[config.mk]
export PLATFORM = sky130hd
export DESIGN_NAME = fpuct_core
export DESIGN_NICKNAME = d
export VERILOG_FILES = /design/src/rtl/fpuct_core.v /design/src/rtl/fpuct_phase_counter.v
export VERILOG_INCLUDE_DIRS = /design/src /design/src/rtl
export SDC_FILE = /design/constraint.sdc
export NUM_CORES = 1
export LEC_CHECK = 0
export ABC_AREA = 1
export BUFFER_PORTS_ARGS = -buffer_cell sky130_fd_sc_hd__clkbuf_2
export CAP_MARGIN = 20
export CELL_PAD_IN_SITES_DETAIL_PLACEMENT = 1
export CELL_PAD_IN_SITES_GLOBAL_PLACEMENT = 2
export CORE_ASPECT_RATIO = 0.9
export CORE_MARGIN = 1.5
export CORE_UTILIZATION = 32
export CTS_CLUSTER_SIZE = 8
export DETAILED_ROUTE_END_ITERATION = 6
export GPL_ROUTABILITY_DRIVEN = 0
export PLACE_DENSITY = 0.92
export SYNTH_ARGS = -nofsm -noshare
export SYNTH_HDL_FRONTEND = slang
export SYNTH_SLANG_ARGS = --single-unit
[constraint.sdc]
create_clock -name core_clk -period 15.6 [get_ports core_clk]
set_input_delay 4.68 -clock core_clk [delete_from_list [all_inputs] [get_ports core_clk]]
set_output_delay 4.68 -clock core_clk [all_outputs]
set_load 0.02 [all_outputs]
[src/rtl/fpuct_regs.vh]
// Purpose: Shared constants for the coprocessor timing and overlap block.
// Assumes: One 50 MHz clock, synchronous active-high reset.
// Notes: Response primitive codes and cycle adjustments live here.
`ifndef FPUCT_REGS_VH
`define FPUCT_REGS_VH
`define FPUCT_DYN_PREC_EXTRA 16'h000e
`define FPUCT_SRC_DREG_SAVE 16'h0005
`define FPUCT_DST_DREG_SAVE 16'h0002
`define FPUCT_POLL_INT 8'h05
`define FPUCT_POLL_SGLDBL 8'h03
`define FPUCT_POLL_EXT 8'h01
`define FPUCT_POLL_PACKED 8'hc2
`define FPUCT_PRIM_NULL 4'h0
`define FPUCT_PRIM_EA_XFER 4'h1
`define FPUCT_FMT_INT 3'h0
`define FPUCT_FMT_SGL 3'h1
`define FPUCT_FMT_DBL 3'h2
`define FPUCT_FMT_EXT 3'h3
`define FPUCT_FMT_PACKED 3'h4
`define FPUCT_OPCLASS_STORE 3'h3
`endif

[src/rtl/fpuct_core.v]
// Purpose: Timing, overlap and response sequencing of a float coprocessor.
// Assumes: Host issues one instruction at a time with head/tail figures.
// Notes: Overlap and adjusted length are kept per acceptance for the host.
// Functional notes
// - Dynamic decimal precision adds 14 cycles.
// - Data register source -5, destination -2 cycles.
// - Store start answers null, repeat and interrupts set.
// - Then transfer primitive, then null without repeat.
// - Each waiting poll returns another repeating null.
// - Plain variant polls 5/3/1/194 per format.
// - Concurrent variant polls 5 integer, 194 packed.
// - Plain variant never overlaps instructions.
// - Concurrent variant accepts next during tail.
// - Register conflict withholds overlap until clear.
// - Register moves have no tail period.
// - Overlap is min of tail and head.
// - Store class head excludes address time.
// - Constant load sources from internal table.
`timescale 1ns/1ps
`include "fpuct_regs.vh"
module fpuct_core (
    input wire core_clk, // System clock, 50 MHz.
    input wire reset, // Synchronous reset, active high.
    input wire concurrent_mode, // High selects the overlapping variant.
    input wire instr_valid, // Host offers an instruction.
    output wire instr_ready, // Device accepts the instruction.
    input wire [15:0] instr_head, // Table head cycles.
    input wire [15:0] instr_tail, // Table tail cycles.
    input wire [15:0] instr_ea_time, // Effective address cycles.
    input wire [2:0] instr_opclass, // Operation class.
    input wire instr_is_store, // Move-to-memory instruction.
    input wire instr_is_regmove, // Fully concurrent register move.
    input wire instr_is_const_load, // Constant-load instruction.
    input wire [6:0] instr_const_index, // Constant table index.
    input wire [2:0] instr_format, // Destination operand format.
    input wire instr_dyn_precision, // Precision from a data register.
    input wire instr_src_dreg, // Source is a host data register.
    input wire instr_dst_dreg, // Destination is a host data register.
    input wire [2:0] instr_src_fp, // float_src_reg number.
    input wire [2:0] instr_dst_fp, // float_dest_reg number.
    input wire resp_read, // Host reads the response window.
    output reg [3:0] resp_prim, // Primitive code.
    output reg repeat_request_bit, // Host must read again.
    output reg interrupts_allowed_bit, // Host may take interrupts while waiting.
    input wire xfer_done, // Host finished the data transfer.
    output reg [15:0] overlap_reg, // Overlap granted to last acceptance.
    output reg [15:0] exec_len_reg, // Adjusted length of last instruction.
    output reg [6:0] const_addr_reg, // Constant table address in use.
    output reg const_sel_reg, // Operand taken from constant table.
    output wire busy // Instruction in progress.
);
    // Store response states; IDLE also serves every non-store instruction.
    // POLL answers repeating nulls until the poll budget is spent, XFER
    // holds the transfer primitive until the host reports the move done,
    // and DONE waits for the host to read the closing null.
    localparam S_IDLE = 2'd0;
    localparam S_POLL = 2'd1;
    localparam S_XFER = 2'd2;
    localparam S_DONE = 2'd3;

    // Sequence state and the destination of the running instruction.
    reg [1:0] st_reg;
    reg [7:0] poll_left_reg;
    reg [2:0] busy_dst_reg;
    reg busy_dst_valid_reg;

    // Combinational figures of the offered instruction.
    reg [15:0] head_eff;
    reg [15:0] head_next;
    reg [15:0] tail_next;
    reg [15:0] len_adj;
    reg [7:0] polls;

    // Phase counter view and handshake terms.
    wire in_head;
    wire in_tail;
    wire [15:0] left;
    wire conflict;
    wire load;

    // Smaller of two cycle counts.
    function [15:0] min16;
        input [15:0] a;
        input [15:0] b;
        begin
            min16 = (a < b) ? a : b;
        end
    endfunction

    // Poll count depends on format alone, not on variant; concurrent variant has no figures
    // for single, double or extended, so those reuse the plain counts.
    // Figures assume the host takes no interrupt while it polls.
    always @* begin
        case (instr_format)
            `FPUCT_FMT_INT: polls = `FPUCT_POLL_INT;
            `FPUCT_FMT_SGL: polls = `FPUCT_POLL_SGLDBL;
            `FPUCT_FMT_DBL: polls = `FPUCT_POLL_SGLDBL;
            `FPUCT_FMT_EXT: polls = `FPUCT_POLL_EXT;
            `FPUCT_FMT_PACKED: polls = `FPUCT_POLL_PACKED;
            default: polls = `FPUCT_POLL_INT;
        endcase
    end

    // Effective head and tail, and adjusted overall length.
    always @* begin
        if (instr_is_store && instr_opclass == `FPUCT_OPCLASS_STORE)
            head_eff = instr_head;
        else
            head_eff = instr_head + instr_ea_time;
        tail_next = instr_is_regmove ? 16'h0000 : instr_tail;
        len_adj = head_eff + tail_next;
        if (instr_dyn_precision && instr_format == `FPUCT_FMT_PACKED)
            len_adj = len_adj + `FPUCT_DYN_PREC_EXTRA;
        if (instr_src_dreg && len_adj > `FPUCT_SRC_DREG_SAVE)
            len_adj = len_adj - `FPUCT_SRC_DREG_SAVE;
        if (instr_dst_dreg && len_adj > `FPUCT_DST_DREG_SAVE)
            len_adj = len_adj - `FPUCT_DST_DREG_SAVE;
        // Adjustments land on the head so the tail stays as tabled; the
        // register-operand savings are skipped when they would wrap.
        head_next = len_adj - tail_next;
    end

    // A follower that touches the running destination must wait, since
    // that register is not final until the running instruction ends.
    assign conflict = busy_dst_valid_reg &&
        (instr_src_fp == busy_dst_reg || instr_dst_fp == busy_dst_reg);
    // Accept when idle; in the concurrent variant also during the tail
    // with no register conflict. Store handshake must be finished.
    assign instr_ready = (st_reg == S_IDLE) &&
        (!(in_head || in_tail) ||
         (concurrent_mode && in_tail && !in_head && !conflict));
    assign load = instr_valid && instr_ready;
    // Busy covers both the phase counter and an unfinished store.
    assign busy = in_head || in_tail || (st_reg != S_IDLE);

    // Head and tail are timed on the shared clock by the phase counter.
    fpuct_phase_counter u_phase (
        .core_clk(core_clk),
        .reset(reset),
        .load(load),
        .head_len(head_next),
        .tail_len(tail_next),
        .in_head(in_head),
        .in_tail(in_tail),
        .left_reg(left)
    );

    // Bookkeeping of accepted instruction, overlap and constant source.
    // Overlap is judged against the tail left at the accepting edge; the
    // rest of that tail is dropped because the newcomer takes the counter.
    always @(posedge core_clk) begin
        if (reset) begin
            overlap_reg <= 16'h0000;
            exec_len_reg <= 16'h0000;
            const_addr_reg <= 7'h00;
            const_sel_reg <= 1'b0;
            busy_dst_reg <= 3'h0;
            busy_dst_valid_reg <= 1'b0;
        end else if (load) begin
            if (in_tail)
                overlap_reg <= min16(left, head_next);
            else
                overlap_reg <= 16'h0000;
            exec_len_reg <= len_adj;
            const_sel_reg <= instr_is_const_load;
            const_addr_reg <= instr_is_const_load ? instr_const_index : 7'h00;
            busy_dst_reg <= instr_dst_fp;
            busy_dst_valid_reg <= !instr_is_store;
        end else if (!(in_head || in_tail)) begin
            busy_dst_valid_reg <= 1'b0;
        end
    end

    // Response sequence for a move to memory.
    // Interrupts-allowed drops with the transfer primitive so the host
    // does not break off in the middle of the data move.
    always @(posedge core_clk) begin
        if (reset) begin
            st_reg <= S_IDLE;
            poll_left_reg <= 8'h00;
            resp_prim <= `FPUCT_PRIM_NULL;
            repeat_request_bit <= 1'b0;
            interrupts_allowed_bit <= 1'b0;
        end else begin
            case (st_reg)
                S_IDLE: begin
                    if (load && instr_is_store) begin
                        st_reg <= S_POLL;
                        poll_left_reg <= polls;
                        resp_prim <= `FPUCT_PRIM_NULL;
                        repeat_request_bit <= 1'b1;
                        interrupts_allowed_bit <= 1'b1;
                    end
                end
                S_POLL: begin
                    // First read plus the extra polls see repeating nulls.
                    if (resp_read) begin
                        if (poll_left_reg == 8'h00) begin
                            st_reg <= S_XFER;
                            resp_prim <= `FPUCT_PRIM_EA_XFER;
                            repeat_request_bit <= 1'b0;
                            interrupts_allowed_bit <= 1'b0;
                        end else begin
                            poll_left_reg <= poll_left_reg - 8'h01;
                        end
                    end
                end
                S_XFER: begin
                    if (xfer_done) begin
                        st_reg <= S_DONE;
                        resp_prim <= `FPUCT_PRIM_NULL;
                        repeat_request_bit <= 1'b0;
                    end
                end
                S_DONE: begin
                    if (resp_read)
                        st_reg <= S_IDLE;
                end
                default: st_reg <= S_IDLE;
            endcase
        end
    end
endmodule // fpuct_core

[src/rtl/fpuct_phase_counter.v]
// Purpose: Down counter that tracks head and tail phases of one instruction.
// Assumes: Loaded with head and tail lengths when an instruction starts.
// Notes: The tail phase is where the next instruction may overlap.
`timescale 1ns/1ps
module fpuct_phase_counter (
    input wire core_clk, // System clock.
    input wire reset, // Synchronous reset, active high.
    input wire load, // Start a new instruction.
    input wire [15:0] head_len, // Head cycles to run.
    input wire [15:0] tail_len, // Tail cycles to run.
    output reg in_head, // Head phase active.
    output reg in_tail, // Tail phase active.
    output reg [15:0] left_reg // Cycles left in current phase.
);
    // Tail length is held from the load, because the host may already
    // present the next instruction while this one still runs.
    reg [15:0] tail_hold_reg;

    // Head counts down first, then tail; a zero tail ends at head end.
    always @(posedge core_clk) begin
        if (reset) begin
            in_head <= 1'b0;
            in_tail <= 1'b0;
            left_reg <= 16'h0000;
            tail_hold_reg <= 16'h0000;
        end else if (load) begin
            in_head <= (head_len != 16'h0000);
            in_tail <= (head_len == 16'h0000) && (tail_len != 16'h0000);
            left_reg <= (head_len != 16'h0000) ? head_len : tail_len;
            tail_hold_reg <= tail_len;
        end else if (left_reg > 16'h0001) begin
            left_reg <= left_reg - 16'h0001;
        end else if (in_head && tail_hold_reg != 16'h0000) begin
            in_head <= 1'b0;
            in_tail <= 1'b1;
            left_reg <= tail_hold_reg;
        end else begin
            in_head <= 1'b0;
            in_tail <= 1'b0;
            left_reg <= 16'h0000;
        end
    end
endmodule // fpuct_phase_counter

==> results.sh <==
export IMPL_hold_class="reg2reg"
export IMPL_maxSlewHeadroom_pct=32.0
export IMPL_max_freq_mhz=68.7
export IMPL_power_w=0.00185
export IMPL_grt_pass1_vias=10300
export IMPL_grt_overflow=0
export IMPL_hpwl_mm=26.0
export IMPL_fp_row_count=58
export IMPL_synthTopCellsByCount="nand2_1 (369), inv_1 (194), nor2_1 (132)"
export IMPL_postCtsHoldBufs=0
export IMPL_stdcell_area_um2=10500
export IMPL_cp_start_kind="input pin"
export IMPL_crit_type="in2reg"
export IMPL_core_um2=28100
export IMPL_synth_most_common_cell="nand2_1"
export IMPL_power_density_nw_per_um2=176
export IMPL_grt_pass1_wl_mm=51.9
export IMPL_synthToLayoutAreaGrowth_pct=14.5
export IMPL_rrSetupSlack_ns=12.63
export IMPL_layout_drive_gt1_share_pct=15.0
export IMPL_drtAntennaViolNets=0
export IMPL_cts_made_buffers=9
export IMPL_synth_cell_area_um2=9190
export IMPL_cts_tree="yes"
export IMPL_synth_top_cell_by_area="dfxtp_1"
export IMPL_start_util_pct=32.7
export IMPL_firstDrtPassIters=5
export IMPL_clk_latency_ns=0.36
export IMPL_ys_top_cells_by_area="dfxtp_1 (20%), nand2_1 (15%), ha_1 (9.7%)"
export IMPL_cpMostUsedCell="nand2_1"
export IMPL_ys_flop_type="dfxtp_1"
export IMPL_nets=1741
export IMPL_clockBufferDepth=2
export IMPL_maxCapViolCount=0
export IMPL_port_buffers=123
export IMPL_slew_violations=0
export IMPL_slowest_stage="ha_1"
export IMPL_status="finished, final reports clean"
export IMPL_vias=10100
export IMPL_avgSynthCellArea_um2=6.20
export IMPL_vdd_drop_max_mv=0.0816
export IMPL_grt_max_degree=86
export IMPL_ctsHtreeMaxLevel=3
export IMPL_cts_sinks=91
export IMPL_antenna_cells=0
export IMPL_seqPwrFrac_pct=19.8
export IMPL_worst_pin_slew_ns=1.02
export IMPL_placement_cell_area_um2=10100
export IMPL_p_switching_w=0.00100
export IMPL_p_sw_share_pct=54.1
export IMPL_cp_arrival_ns=14.76
export IMPL_die_y_um=164
export IMPL_skew_ns=0.00855
export IMPL_clk_pin_slew_ns=0.07
export IMPL_ys_seq_area_share_pct=19.8
export IMPL_ys_types=49
export IMPL_wl_per_cell_um=16.3
export IMPL_finalCriticalPeriod_ns=14.56
export IMPL_synth_top_area_share_pct=19.8
export IMPL_clockPowerShare_pct=13.0
export IMPL_setup_viol=0
export IMPL_die_area_um2=29700
export IMPL_ios=127
export IMPL_critPathCaptureType="flop"
export IMPL_ys_warn_count=0
export IMPL_synth_seq_cells=91
export IMPL_internal_power_w=0.000851
export IMPL_synth_enable_flop_cells=0
export IMPL_die_w_um=182
export IMPL_drc_errors=0
export IMPL_worstRegToRegCells=11
export IMPL_hold_violations=0
export IMPL_drt_initial_drc_count=443
export IMPL_fin_tns_setup_ns=0
export IMPL_grt_usage_pct=21.7
export IMPL_hold_depth=2
export IMPL_antenna_found_initial=0
export IMPL_power_leakage_nw=5.24
export IMPL_fillers=3766
export IMPL_cp_required_ns=15.81
export IMPL_path_max_fanout=28
export IMPL_combPwrFrac_pct=67.2
export IMPL_wirelength_mm=31.8
export IMPL_ys_async_sr_fraction_pct=0
export IMPL_period_share_pct=93.3
export IMPL_cts_root_buf="clkbuf_16"
export IMPL_viasPerCell=5.16
export IMPL_cpPeakStageDelay_ns=0.45
export IMPL_fin_hold_ws_ns=0.464
export IMPL_synthCells=1481
per-stage QoR:
stage	setup WS, ns	instances	utilization [%]
floorplan	2.33	1483	-
global placement	1.06	1932	36.1
detailed placement	0.403	1932	36.1
CTS	0.725	1948	37.2
global route	-0.0302	1953	37.5
finish	1.04	1953	37.5
cells by family after synthesis:
logic type      after synthesis  synth area share, %
flops                        91                 19.8
other cells                   1               0.0408
fa+ha+maj                    74                 10.3
xor+xnor                     61                 5.82
buf+inv                     248                 10.7
compound gates              270                 16.8
simple gates                736                 36.5
power by group through the flow:
stage / logic (W) / registers, W / clock network (W)
finish: 0.00125 / 0.000368 / 0.000240
global route: 0.00140 / 0.000376 / 0.000254
CTS: 0.00124 / 0.000368 / 0.000246
detailed placement: 0.00123 / 0.000372 / 0
global placement: 0.00119 / 0.000371 / 0
floorplan: 0.000875 / 0.000380 / 0
worst paths after layout:
path                       start                    to
min reg2reg    const_addr_reg[0]     const_addr_reg[0]
min            const_addr_reg[0]     const_addr_reg[0]
max                instr_head[0]       overlap_reg[11]
max reg2reg  u_phase.left_reg[0]  u_phase.left_reg[10]
routing by layer:
metal | routed length (um) | GRT usage [%]
met1 | 14900 | 27.4
met2 | 15100 | 38.4
met4 | 978 | 8.45
met3 | 752 | 1.93
met5 | 0 | 0
worst max-delay path, delay by kind of cell:
kind,cells,cell delay (ns)
AOI/OAI and AO/OA,16,2.84
xor gates and xnor gates,2,0.37
adders and majority gates,5,1.70
buffers and inverters,7,0.70
and+or+nand+nor,34,4.46
cell usage in the layout (no fill, tap or decap), types with 8 or more instances in the layout:
cell and count:
xor2_1 45, clkbuf_16 9, xnor2_1 16, nand2_1 369
nor2_1 132, nand3_1 99, a22oi_1 10, nand2_2 25
buf_4 17, ha_1 71, nand4_1 39, nor4_1 11
clkbuf_2 123, nand3_2 14, a21oi_1 127, nand3b_1 8
a21oi_2 12, o21ai_0 69, inv_1 193, nor3_1 10
o211ai_1 19, dfxtp_1 91
what timing repair did:
item,4_1_cts,5_1_grt
resized for setup,0,4
setup endpoints to repair,0,16
setup buffers,0,5
endpoints found under the hold margin,0,0
final cells by class:
class	instances	area, um^2	share of cell area [%]
multi-input cells	1144	6430	61.1
well taps	360	450	4.28
clock buffers	11	253	2.40
flip-flops and latches	91	1820	17.3
inverters	202	758	7.21
repair buffers	140	743	7.06
clock inverters	5	67.6	0.642
(Power assumes the default switching activity.)
